[src/hw/pcwd_pkg.sv]
// Shared constants and types of the proxy control word decoder
`default_nettype none
package pcwd_pkg;

  // ----------------------------------------------------------------
  // Bit positions within the 16-bit command word (D0 = bit 0)
  // ----------------------------------------------------------------
  localparam int unsigned TRIG_BIT      = 0;
  localparam int unsigned SLEEP_BIT     = 1;
  localparam int unsigned TEACH1_BIT    = 2;
  localparam int unsigned TEACH2_BIT    = 3;
  localparam int unsigned UNUSED_LSB    = 4;
  localparam int unsigned UNUSED_MSB    = 11;
  localparam int unsigned FOCUS_LSB     = 12;
  localparam int unsigned FOCUS_W       = 4;
  localparam int unsigned WORD_W        = 16;

  // ----------------------------------------------------------------
  // Values after reset and parameter store defaults
  // ----------------------------------------------------------------
  localparam logic [15:0] CMD_RESET     = 16'h0000;
  localparam logic [3:0]  FOCUS_RESET   = 4'h0;
  localparam int unsigned PARAM_DEPTH   = 8;

  // Command word as two bytes: base address byte holds D15..D8,
  // base address plus one holds D7..D0
  typedef struct packed {
    logic [7:0] base_byte;
    logic [7:0] next_byte;
  } pcwd_word_t;

  // Sensor functions configured to take their source from the fieldbus
  typedef struct packed {
    logic trig_fb;
    logic stop_by_trig;
    logic sleep_fb;
    logic teach1_fb;
    logic teach2_fb;
    logic focus_fb;
  } pcwd_src_t;

  // Optional functions that the attached sensor supports
  typedef struct packed {
    logic sleep;
    logic teach1;
    logic teach2;
    logic focus;
  } pcwd_cap_t;

  // Kinds of module in the controller's module list
  typedef enum logic [1:0] {
    MOD_OTHER,
    MOD_CFG_OPEN,
    MOD_PARAM,
    MOD_CFG_CLOSE
  } pcwd_mod_t;

endpackage : pcwd_pkg
`default_nettype wire

[src/hw/pcwd_decoder.sv]
// Proxy control word decoder and parameter re-apply engine
`default_nettype none
module pcwd_decoder
  import pcwd_pkg::*;
#(
  parameter int unsigned DEPTH = PARAM_DEPTH
) (
  // Clock and reset
  input  wire logic              clock,
  input  wire logic              reset,
  // Cyclic command word from the controller
  input  wire logic              word_valid,
  input  wire pcwd_word_t        word,
  input  wire logic              proxy_mode,
  // Sensor configuration and capabilities
  input  wire pcwd_src_t         src,
  input  wire pcwd_cap_t         cap,
  // Controller module list
  input  wire logic              mod_valid,
  input  wire pcwd_mod_t         mod_kind,
  input  wire logic [15:0]       mod_data,
  // Connection events
  input  wire logic              fb_restart,
  input  wire logic              local_cfg_changed,
  // Sensor command outputs
  output logic                   trig_q,
  output logic                   read_start_q,
  output logic                   read_stop_q,
  output logic                   sleep_q,
  output logic                   teach1_start_q,
  output logic                   teach2_start_q,
  output logic [FOCUS_W-1:0]     focus_q,
  output logic                   focus_change_q,
  // Parameter stream to the sensor
  output logic                   cfg_valid,
  input  wire logic              cfg_ready,
  output logic [15:0]            cfg_data_q,
  output logic                   cfg_done_q,
  output logic                   local_lost_q,
  // Status
  output logic                   params_present_q,
  output logic                   local_dirty_q
);

  localparam int unsigned CW = $clog2(DEPTH + 1);

  typedef enum logic {
    PCWD_IDLE,
    PCWD_APPLY
  } pcwd_state_t;

  // ----------------------------------------------------------------
  // Word decode
  // ----------------------------------------------------------------

  // Mask of bits allowed to act under the current mode and config
  function automatic logic [WORD_W-1:0] act_mask(input logic pm, input pcwd_src_t s,
                                                 input pcwd_cap_t c);
    logic [WORD_W-1:0] m;
    m = '0;
    m[TRIG_BIT]   = pm & s.trig_fb;
    m[SLEEP_BIT]  = pm & s.sleep_fb & c.sleep;
    m[TEACH1_BIT] = pm & s.teach1_fb & c.teach1;
    m[TEACH2_BIT] = pm & s.teach2_fb & c.teach2;
    m[FOCUS_LSB +: FOCUS_W] = {FOCUS_W{pm & s.focus_fb & c.focus}};
    return m;
  endfunction : act_mask

  logic [WORD_W-1:0] raw_w;
  logic [WORD_W-1:0] eff_w;
  logic [WORD_W-1:0] cmd_q;

  // Base byte carries the high bits, next byte the low bits
  assign raw_w = {word.base_byte, word.next_byte};
  assign eff_w = raw_w & act_mask(proxy_mode, src, cap);

  // Effective command word, updated once per cyclic output update
  always_ff @(posedge clock or posedge reset) begin
    if (reset) begin
      cmd_q <= CMD_RESET;
    end else if (word_valid) begin
      cmd_q <= eff_w;
    end
  end

  // Level outputs follow the stored command word
  always_ff @(posedge clock or posedge reset) begin
    if (reset) begin
      trig_q  <= 1'b0;
      sleep_q <= 1'b0;
      focus_q <= FOCUS_RESET;
    end else if (word_valid) begin
      trig_q  <= eff_w[TRIG_BIT];
      sleep_q <= eff_w[SLEEP_BIT];
      focus_q <= eff_w[FOCUS_LSB +: FOCUS_W];
    end
  end

  // Edge pulses between successive updates
  always_ff @(posedge clock or posedge reset) begin
    if (reset) begin
      read_start_q   <= 1'b0;
      read_stop_q    <= 1'b0;
      teach1_start_q <= 1'b0;
      teach2_start_q <= 1'b0;
      focus_change_q <= 1'b0;
    end else begin
      read_start_q   <= word_valid & eff_w[TRIG_BIT] & ~cmd_q[TRIG_BIT];
      read_stop_q    <= word_valid & ~eff_w[TRIG_BIT] & cmd_q[TRIG_BIT]
                        & src.stop_by_trig;
      teach1_start_q <= word_valid & eff_w[TEACH1_BIT] & ~cmd_q[TEACH1_BIT];
      teach2_start_q <= word_valid & eff_w[TEACH2_BIT] & ~cmd_q[TEACH2_BIT];
      focus_change_q <= word_valid
                        & (eff_w[FOCUS_LSB +: FOCUS_W] != cmd_q[FOCUS_LSB +: FOCUS_W]);
    end
  end

  // ----------------------------------------------------------------
  // Parameter module capture
  // ----------------------------------------------------------------
  logic [15:0]   param_mem [DEPTH];
  logic          loading_q;
  logic [CW-1:0] load_cnt_q;
  logic [CW-1:0] param_cnt_q;

  // Parameters count only between an open and a close module
  always_ff @(posedge clock or posedge reset) begin
    if (reset) begin
      loading_q        <= 1'b0;
      load_cnt_q       <= '0;
      param_cnt_q      <= '0;
      params_present_q <= 1'b0;
    end else if (mod_valid) begin
      unique case (mod_kind)
        MOD_CFG_OPEN: begin
          loading_q  <= 1'b1;
          load_cnt_q <= '0;
        end
        MOD_PARAM: begin
          if (loading_q && load_cnt_q < CW'(DEPTH)) begin
            load_cnt_q <= load_cnt_q + CW'(1);
          end
        end
        MOD_CFG_CLOSE: begin
          if (loading_q) begin
            loading_q        <= 1'b0;
            param_cnt_q      <= load_cnt_q;
            params_present_q <= (load_cnt_q != '0);
          end
        end
        MOD_OTHER: begin
          loading_q <= 1'b0;                               // Open set broken off
        end
      endcase
    end
  end

  logic [15:0]   stage_mem [DEPTH];

  // Incoming words are staged so a broken-off set leaves the stored one whole
  always_ff @(posedge clock) begin
    if (mod_valid && mod_kind == MOD_PARAM && loading_q && load_cnt_q < CW'(DEPTH)) begin
      stage_mem[load_cnt_q[CW-1:0] % DEPTH] <= mod_data;
    end
  end

  // Parameter words kept for every later restart, taken over at the close
  always_ff @(posedge clock) begin
    if (mod_valid && mod_kind == MOD_CFG_CLOSE && loading_q) begin
      param_mem <= stage_mem;
    end
  end

  // ----------------------------------------------------------------
  // Re-apply at fieldbus restart
  // ----------------------------------------------------------------
  pcwd_state_t   state_q;
  logic [CW-1:0] idx_q;
  logic          apply_go;
  logic          apply_last;

  assign apply_go   = (state_q == PCWD_IDLE) & fb_restart & params_present_q;
  assign apply_last = (state_q == PCWD_APPLY) & cfg_ready & (idx_q == param_cnt_q - CW'(1));
  assign cfg_valid  = (state_q == PCWD_APPLY);

  // Walk the stored parameter set into the sensor
  always_ff @(posedge clock or posedge reset) begin
    if (reset) begin
      state_q    <= PCWD_IDLE;
      idx_q      <= '0;
      cfg_data_q <= 16'h0000;
      cfg_done_q <= 1'b0;
    end else begin
      cfg_done_q <= apply_last;
      unique case (state_q)
        PCWD_IDLE: begin
          if (apply_go) begin
            state_q    <= PCWD_APPLY;
            idx_q      <= '0;
            cfg_data_q <= param_mem[0];
          end
        end
        PCWD_APPLY: begin
          if (apply_last) begin
            state_q <= PCWD_IDLE;
          end else if (cfg_ready) begin
            idx_q      <= idx_q + CW'(1);
            cfg_data_q <= param_mem[(idx_q + CW'(1)) % DEPTH];
          end
        end
      endcase
    end
  end

  // Local changes are marked and later overwritten; a new change wins
  always_ff @(posedge clock or posedge reset) begin
    if (reset) begin
      local_dirty_q <= 1'b0;
      local_lost_q  <= 1'b0;
    end else begin
      local_lost_q <= apply_last & local_dirty_q;
      if (local_cfg_changed) begin
        local_dirty_q <= 1'b1;
      end else if (apply_last) begin
        local_dirty_q <= 1'b0;
      end
    end
  end
endmodule : pcwd_decoder
`default_nettype wire

[config.mk]
export PLATFORM = sky130hd
export DESIGN_NAME = pcwd_decoder
export DESIGN_NICKNAME = d
export VERILOG_FILES = /design/src/hw/pcwd_pkg.sv /design/src/hw/pcwd_decoder.sv
export SDC_FILE = /design/constraint.sdc
export NUM_CORES = 1
export LEC_CHECK = 0
export BUFFER_PORTS_ARGS = -buffer_cell sky130_fd_sc_hd__buf_2
export CORE_ASPECT_RATIO = 1.1
export CORE_MARGIN = 4
export CORE_UTILIZATION = 45
export DETAILED_ROUTE_END_ITERATION = 7
export GPL_TIMING_DRIVEN = 0
export PLACE_DENSITY = 0.68
export REMOVE_ABC_BUFFERS = 1
export SLEW_MARGIN = 10
export SYNTH_ARGS = -nofsm -noshare
export SYNTH_HDL_FRONTEND = slang
export SYNTH_SLANG_ARGS = --single-unit
[constraint.sdc]
create_clock -name clock -period 5.85 [get_ports clock]
set_input_delay 0.585 -clock clock [delete_from_list [all_inputs] [get_ports clock]]
set_output_delay 0.585 -clock clock [all_outputs]
set_load 0.005 [all_outputs]
# Yosys cells after proc, flatten, opt, wreduce, memory -nomap -nowiden
# Index checks and enable logic that the tools add are counted.
[op_classes]
addsub = 4
n_lt_le_gt_ge = 4
eq_ne = 9
muxes = 22
bitwise_logic = 32
n_reduce_logical = 17
[op_table]
columns = ["operator", "n"]
rows = [
  ["128-bit bitwise mux", 1],
  ["16-bit 2-to-1 mux", 6],
  ["33-bit by 4-bit greater-or-equal comparator with 1-bit output (second input constant)", 2],
  ["3-bit inverter with 33-bit output", 2],
  ["16-bit binary-select mux with 3-bit select", 1],
  ["16-bit demux with 3-bit select", 1],
  ["33-bit by 1-bit less-than comparator with 1-bit output (second input constant)", 1],
  ["16-bit one-hot mux with 2 select lines", 1],
  ["1-bit AND", 24],
  ["16-bit AND", 1],
  ["4-bit 2-to-1 mux", 4],
  ["4-bit one-hot mux with 2 select lines", 2],
  ["3-bit AND reduction", 3],
  ["4-bit by 1-bit adder with 4-bit output (second input constant)", 2],
  ["2-bit != test (second input constant)", 4],
  ["1-bit logical AND", 7],
  ["2-bit nonzero test", 3],
  ["1-bit inverter", 5],
  ["2-bit == test (second input constant)", 2],
  ["4-bit == test", 1],
  ["4-bit less-than comparator (second input constant)", 1],
  ["1-bit 2-to-1 mux", 4],
  ["4-bit != test", 1],
  ["1-bit one-hot mux with 2 select lines", 2],
  ["7 further kinds", 7],
]
[totals]
register_bits = 317
input_bits = 52
output_inout_bits = 32

# Depth between registers and ports, before layout
# Gate-level depths: netlist of run 1.
[logic_depth]
depth_word = 8
mapped_depth = 9
ltp_nobuf = 7

# Worst setup path after synthesis of run 1
# Ideal clock, no wire load.
[synth_path]
kind = "in2reg"
startpoint = "input port mod_kind[0]"
endpoint = "register param_mem[0] (netlist bit) (enable)"
arrival_time_ns = 3.451
required_time_ns = 5.369
slack_ns = 1.918
stages = 3
path_cell_list = "ha_1 nand3_1 inv_1"
[synth_between]
elab_chain_len = 3
[synth_lines]
columns = ["element", "line_no", "rtl"]
rows = [
  ["start, declared", "pcwd_decoder.sv:20", "input wire pcwd_mod_t mod_kind,"],
  ["2-bit == test", "pcwd_decoder.sv:169", "if (mod_valid && mod_kind == MOD_CFG_CLOSE && loading_q) begin"],
  ["1-bit logical AND (2 in a row)", "pcwd_decoder.sv:169", ""],
  ["end signal, assigned", "pcwd_decoder.sv:170", "param_mem <= stage_mem;"],
  ["end, declared", "pcwd_decoder.sv:121", "logic [15:0] param_mem [DEPTH];"],
]
# Every way passes these cells.
# A chain may end at the register's enable or synchronous reset.

# Final worst setup path of run 1
[layout_path]
startpoint = "register idx_q[0]"
endpoint = "register cfg_data_q[0]"
[layout_between]
elab_chain_len = 8
word_cells_on_any_way = 12
[layout_lines]
columns = ["element", "line_no", "rtl"]
rows = [
  ["start, declared", "pcwd_decoder.sv:178", "logic [CW-1:0] idx_q;"],
  ["start signal, assigned", "pcwd_decoder.sv:207", "idx_q <= idx_q + CW'(1);"],
  ["3-bit by 1-bit adder with 3-bit output", "pcwd_decoder.sv:208", "cfg_data_q <= param_mem[(idx_q + CW'(1)) % DEPTH];"],
  ["3-bit inverter with 33-bit output (not written as such)", "pcwd_decoder.sv:208", ""],
  ["16-bit binary-select mux with 3-bit select", "pcwd_decoder.sv:208", ""],
  ["16-bit 2-to-1 mux (not written as such) (2 in a row)", "pcwd_decoder.sv:208", ""],
  ["16-bit 2-to-1 mux", "pcwd_decoder.sv:206", "end else if (cfg_ready) begin"],
  ["16-bit 2-to-1 mux", "pcwd_decoder.sv:204", "if (apply_last) begin"],
  ["16-bit one-hot mux with 2 select lines", "pcwd_decoder.sv:195", "unique case (state_q)"],
  ["end signal, assigned", "pcwd_decoder.sv:200", "cfg_data_q <= param_mem[0];"],
  ["end signal, assigned", "pcwd_decoder.sv:208", ""],
  ["end, declared", "pcwd_decoder.sv:37", "output logic [15:0] cfg_data_q,"],
]
# Several ways; a longest one is shown, not always the timed one. The select of a mux whose other input is x is not followed.

==> results of run 1 <==
[kinds of logic (layout without fill, tap and decap cells)]
logic type | after synthesis | in the layout
and+or+nand+nor | 80 | 80
adders and majority gates | 7 | 7
muxes | 92 | 92
AOI/OAI and AO/OA | 67 | 67
DFF | 303 | 303
xor gates and xnor gates | 12 | 12
buffers and inverters | 61 | 174
[power by group]
part           switching [mW]  internal (mW)
clock                   0.728           1.16
combinational           0.666          0.566
sequential              0.175           2.45
[registers in the layout, summed over array words and instances (netlist names), 3 cells and up]
register,flops
stage_mem,128
idx_q,4
focus_q,3
load_cnt_q,4
param_cnt_q,4
cmd_q,5
cfg_data_q,16
param_mem,128
[metrics by stage]
step | instances | cell area, um^2
after CTS | 1045 | 13100
after global placement | 979 | 11800
after detailed placement | 993 | 12100
final | 1045 | 13100
after floorplan | 594 | 11000
after global routing | 1045 | 13100
[final cells by class]
type | instances | area (um^2)
Inverter | 33 | 129
Timing Repair Buffer | 89 | 606
Clock buffer | 33 | 741
Clock inverter | 19 | 236
Multi-Input combinational cell | 258 | 2090
Tap cell | 310 | 388
Fill cell | 1925 | 11400
Sequential cell | 303 | 8870
[final timing paths]
path	startpoint	to	slack, ns	cells past startpoint
setup / recovery	idx_q[0]	cfg_data_q[0]	2.67	7
hold reg to reg	stage_mem[91]	param_mem[91]	0.41	0
setup reg to reg	idx_q[0]	cfg_data_q[0]	2.67	7
hold / removal	reset	cfg_done_q	0.07	2
min in group clock	local_cfg_changed	local_dirty_q	0.26	2
max in group asynchronous	reset	idx_q[0]	5.24	3
[synth_stat cells (3+ instances only)]
| library cell | number | area share [%] |
|---|---|---|
| dfrtp_1 | 47 | 10 |
| nor2_1 | 13 | 0.44 |
| a22oi_1 | 32 | 2.1 |
| nor2b_1 | 17 | 0.95 |
| inv_1 | 33 | 1.1 |
| nand3_1 | 6 | 0.27 |
| nor3_1 | 3 | 0.13 |
| o22ai_1 | 4 | 0.22 |
| o21ai_0 | 5 | 0.22 |
| xnor2_1 | 5 | 0.39 |
| and2_1 | 3 | 0.17 |
| edfxtp_1 | 256 | 69 |
| nor3b_1 | 4 | 0.27 |
| ha_1 | 7 | 0.78 |
| nand4_1 | 4 | 0.22 |
| mux2i_1 | 88 | 7.9 |
| clkbuf_1 | 13 | 0.44 |
| buf_4 | 4 | 0.27 |
| nand2_1 | 18 | 0.60 |
| a31oi_1 | 18 | 1.0 |
| buf_2 | 7 | 0.31 |
| xor2_1 | 4 | 0.31 |
| xnor2_2 | 3 | 0.44 |
[routing by layer]
layer,vias to the layer above,GRT usage (%),part of all wire [%]
met3,38,2.50,4.9
li1,2556,-,-
met2,123,26.4,53
met1,2674,17.2,39
met5,-,0,0.040
met4,2,4.48,2.1
==> run metrics, run 1 <==
Worst Tran Pin Value=0.976 ns; sequential fraction of the synthesis area=79.1%; fin crit share=54.4%; Worst-path clk slew=0.06 ns; final hold viol count=0; VDD IR-drop max=0.225 mV; Routed WL per cell=19.0 um; most frequent cells in the layout=edfxtp_1, mux2i_1, buf_2; row count=60; synthesized area=11200 um^2; LEAKAGE=around 4.8 nW; vias per cell=5.16; max_cap viols=0; Place WS=2.57 ns; vias after detailed routing=5393; Final setup viols=0; total power=around 5.8 mW; CP startpoint kind=register; Min-Delay Path Class=in -> async; setup ws final=about 2.7 ns; crit-path max FO=37; PwrDens=440 nW/um^2; WL final=~20000 um; multiplexer share of the synthesized area=around 8.3%; post-CTS setup repair buffer count=0; slowest stage delay, CP=0.82 ns; ant diodes=0; Post-CTS Hold Buffers=0; min cycle time layout=roughly 3.2 ns; CTS buffer count=28; Synth Area in Adders=less than 1%; Clk Latency, worst-skew pair=0.53 ns; DRC=0; CP cell instances=buf_16 -> ha_1 -> xor2_1 -> and2_1 -> a22oi_1 -> a31oi_1 -> mux2i_1; die area=27500 um^2; initial drt markers=328; post-synthesis register bit count=303; hpwl dp=between 10000 and 15000 um; synth-to-layout area growth=16.5%; Bufs and invs on worst path=1; IO buf count=75; Post-Synth Simple-Gate Area=under 10%; GPL Wtd Cong=between 0.7 and 0.8; Die H=~170 um; post-cts sizing count=0; Setup crit end kind=register; synth warn=0; final core occ=53.3%; number of nets with antenna violations after routing=0; Max Buffers Root-to-Sink=3; largest net degree at the start of global routing=73; largest family of logic cells by synthesized area=multiplexers; CP top delay family=flip-flops; CTS tree=done; Tot GR Track Use=14.4%; Initial Utilization=45.8%; FFs w/ async S/R, synth=15.5%; Yosys cell types=45; Cells after Synth=622; Post-synth EDFFs=around 260; Max Clock Freq=314 MHz; outcome=completed; commonest non-fill, non-tap cell in the layout=edfxtp_1; initial antenna violation count=1; Worst EP arrival=roughly 3.6 ns; H-Tree Depth=1; RSZ-0062 raised after global routing=no; Slew Limit Headroom=approximately a third; number of global-route vias before repair=5726; post-synthesis xor/xnor area fraction=1.14%; Total Neg Setup Slack=0 ns; share of layout cells above drive strength 1=roughly 21%; Die X=158 um; Clock Skew=0.00560 ns; core area=around 24000 um^2; Slew Viols, Final=0; Clock Sink Count=303; CP Class=reg -> reg; # nets final=around 770; compound-cell area share of the yosys netlist=4.19%; grt total ovfl=0; CP max stage cell=dfrtp_4; Avg Inst Size Synth=18.0 um^2; first-pass GRT wire length=30600 um; top_reg_cell synth=edfxtp_1; worst hold slack=0.0720 ns; DR pass1 iterations=5; # IOs=84; Critical Path RT=6.25 ns; clock tree root driver cell=clkbuf_16
Note: power is estimated with default switching activity, not from simulation.
==> run 2: changes to the inputs <==
- ABC_AREA: unset -> 1
- clock period: 5.85 -> 3.32 ns (I/O delays scaled with it)
==> run metrics, run 2 <==
post-synth top area share=68.8% (+0.23 points); worst hold slack=0.0355 ns (-0.0366 ns); final hold viol count=0 (unchanged); HP Start=src[4]; CP max stage cell=dfrtp_2; post-CTS setup repair buffer count=0 (unchanged); Die H=173 um (-0.16%); setup ws final=0.451 ns (-2.22 ns); sequential fraction of the synthesis area=79.3% (+0.27 points); VDD IR-drop max=0.688 mV (+210%); Die X=158 um (-0.16%); core area=24500 um^2 (unchanged); worst reg-to-reg path cell count=9 (+2); synth warn=0 (unchanged); row count=60 (unchanged); Min-Delay Path Class=in -> reg; Cells after Synth=816 (+31%); Clock Skew=0.00866 ns (+0.00306 ns); Final setup viols=0 (unchanged); # nets final=961 (+24%); crit-path max FO=66 (+78%); Tot GR Track Use=16.0% (+1.5 points); Worst Tran Pin Value=1.11 ns (+0.132 ns); GPL Wtd Cong=0.759 (+0.20%); commonest non-fill, non-tap cell in the layout=edfxtp_1; Setup crit end kind=register; top-count cell post-synth=edfxtp_1; Final Non-Filler Cells=1234 (+18%); synthesized area=11200 um^2 (-0.33%); R2R setup slack=0.45 ns (-2.22 ns); CP top delay family=simple AND/OR/NAND/NOR gates; total power=10.5 mW (+83%); CTS tree=done; commonest cells in the netlist=edfxtp_1, nand2_1, nor2_1, o21ai_0, o21ai_1; H-Tree Depth=1 (unchanged); outcome=completed; RR Startpoint=idx_q[0]; die area=27400 um^2 (-0.32%); PwrDens=812 nW/um^2 (+84%); vias after detailed routing=6308 (+17%); Slew Limit Headroom=26.1% (-8.9 points); most frequent cells in the layout=edfxtp_1, nand2_1, nor2_1; area leader, netlist=edfxtp_1; Avg Inst Size Synth=13.7 um^2 (-24%); Yosys cell types=30 (-33%); WL final=21600 um (+9.0%); ant diodes=0 (unchanged); # IOs=84 (unchanged); final instance area=13000 um^2 (-0.77%); initial drt markers=510 (+55%); CP startpoint kind=register; Critical Path RT=3.75 ns (-2.50 ns); max_cap viols=0 (unchanged); LEAKAGE=4.85 nW (+0.57%); Place WS=-0.370 ns (-2.94 ns); number of global-route vias before repair=6325 (+10%); CP cell instances=buf_12 -> inv_4 -> nand2_1 -> nand3_1 -> nor2_2 -> nand3_4 -> nand3_2 -> nand2_1 -> nand2_1; top_reg_cell synth=edfxtp_1; CP Class=reg -> reg; RSZ-0062 raised after global routing=no; Storage cell area=8860 um^2 (about the same); Routed WL per cell=17.5 um (-7.7%); top post-synthesis cells by area=edfxtp_1, dfrtp_1, nand2_1, nor2_1, o21ai_0; min cycle time layout=2.87 ns (-0.314 ns); WP depth=9 (+2); largest net degree at the start of global routing=75 (+2.7%); hold depth=3; FILL cells=1980 (+2.9%); vias per cell=5.11 (-0.95%); DP Cell Count=1180 (+19%); CTS buffer count=28 (unchanged); Clock Sink Count=303 (unchanged); final core occ=52.9% (-0.41 points); initial antenna violation count=0 (-1); Slew Viols, Final=0 (unchanged); reg-to-reg endpoint=cfg_data_q[10]; IO buf count=75 (unchanged); grt total ovfl=0 (unchanged); Initial Utilization=45.6% (-0.15 points); post-synthesis register bit count=303 (unchanged); share of layout cells above drive strength 1=17.2% (-3.5 points); FFs w/ async S/R, synth=15.5% (unchanged); number of nets with antenna violations after routing=0 (unchanged); synth-to-layout area growth=16.0%; clock tree root driver cell=clkbuf_16; DR pass1 iterations=5 (unchanged); Clk Latency, worst-skew pair=0.54 ns (about the same); worst hold path endpoint=read_stop_q; Max Clock Freq=349 MHz (+11%); Worst-path clk slew=0.06 ns (about the same); footprint of the multi-input gates=2060 um^2 (-1.1%); Total Neg Setup Slack=0 ns (unchanged); fin crit share=86.4% (+32 points); slowest stage delay, CP=0.65 ns (-0.17 ns); hpwl dp=12800 um (+0.34%); Post-synth EDFFs=256 (unchanged); first-pass GRT wire length=34100 um (+12%); Max Buffers Root-to-Sink=3 (unchanged); Bufs and invs on worst path=2 (+1); Area after DPL=12000 um^2 (-0.53%); Worst EP arrival=3.30 ns (-0.28 ns); most used cell along the critical path=nand2_1; DRC=0 (unchanged)
-- run 2: cells by family (layout without fill, tap and decap cells) --
logic type	Yosys count	after routing	share of synthesized area, %
flip-flops	303	303	79.3
AND/OR/NAND/NOR	326	326	11.9
adder cells (fa/ha/maj)	7	7	0.784
buffers and inverters	63	171	2.55
AO/OA/AOI/OAI	115	115	5.22
XOR/XNOR	2	2	0.157
-- run 2: worst reg2reg max path: cells and delay by family, from the launching register on --
| family | cells | cell delay (ns) |
|---|---|---|
| buffers and inverters | 2 | 0.86 |
| flip-flops | 1 | 0.65 |
| AND/OR/NAND/NOR | 7 | 1.26 |
-- run 2: area by class of cell --
type,instances,share of cell area (%)
Inverter,27,0.840
Tap cell,310,2.99
Multi-Input combinational cell,450,15.9
Timing Repair Buffer,92,4.75
Sequential cell,303,68.4
Clock inverter,13,0.927
Clock buffer,39,6.12
-- run 2: worst max-delay path by stage --
stage	to	start
after floorplan	param_mem[0]	mod_kind[0]
after global placement	cfg_data_q[2]	idx_q[0]
after detailed placement	cfg_data_q[9]	idx_q[0]
after CTS	cfg_data_q[15]	idx_q[0]
after global routing	cfg_data_q[15]	idx_q[0]
final	cfg_data_q[10]	idx_q[0]
-- run 2: per-layer routing --
layer  part of all wire, %  routed length, um  up-vias  GRT usage [%]
li1                      -                  -     3033              -
met4                   2.6                566        0           5.23
met2                    50              10900      171           27.5
met1                    41               8940     3056           20.8
met3                   5.5               1200       48           2.32
met5                     0                  0        -              0
-- run 2: power by group --
group / total [mW] / leakage, nW / switching, mW / internal (mW)
Clock: 3.16 / 0.445 / 1.33 / 1.82
Combinational: 2.81 / 1.49 / 1.86 / 0.943
Sequential: 4.55 / 2.92 / 0.205 / 4.35
-- run 2: what timing repair did --
item	in CTS	in global routing
resized for setup	2	0
hold buffers	2	0
hold endpoints to repair	24	0
setup endpoints to repair	20	0
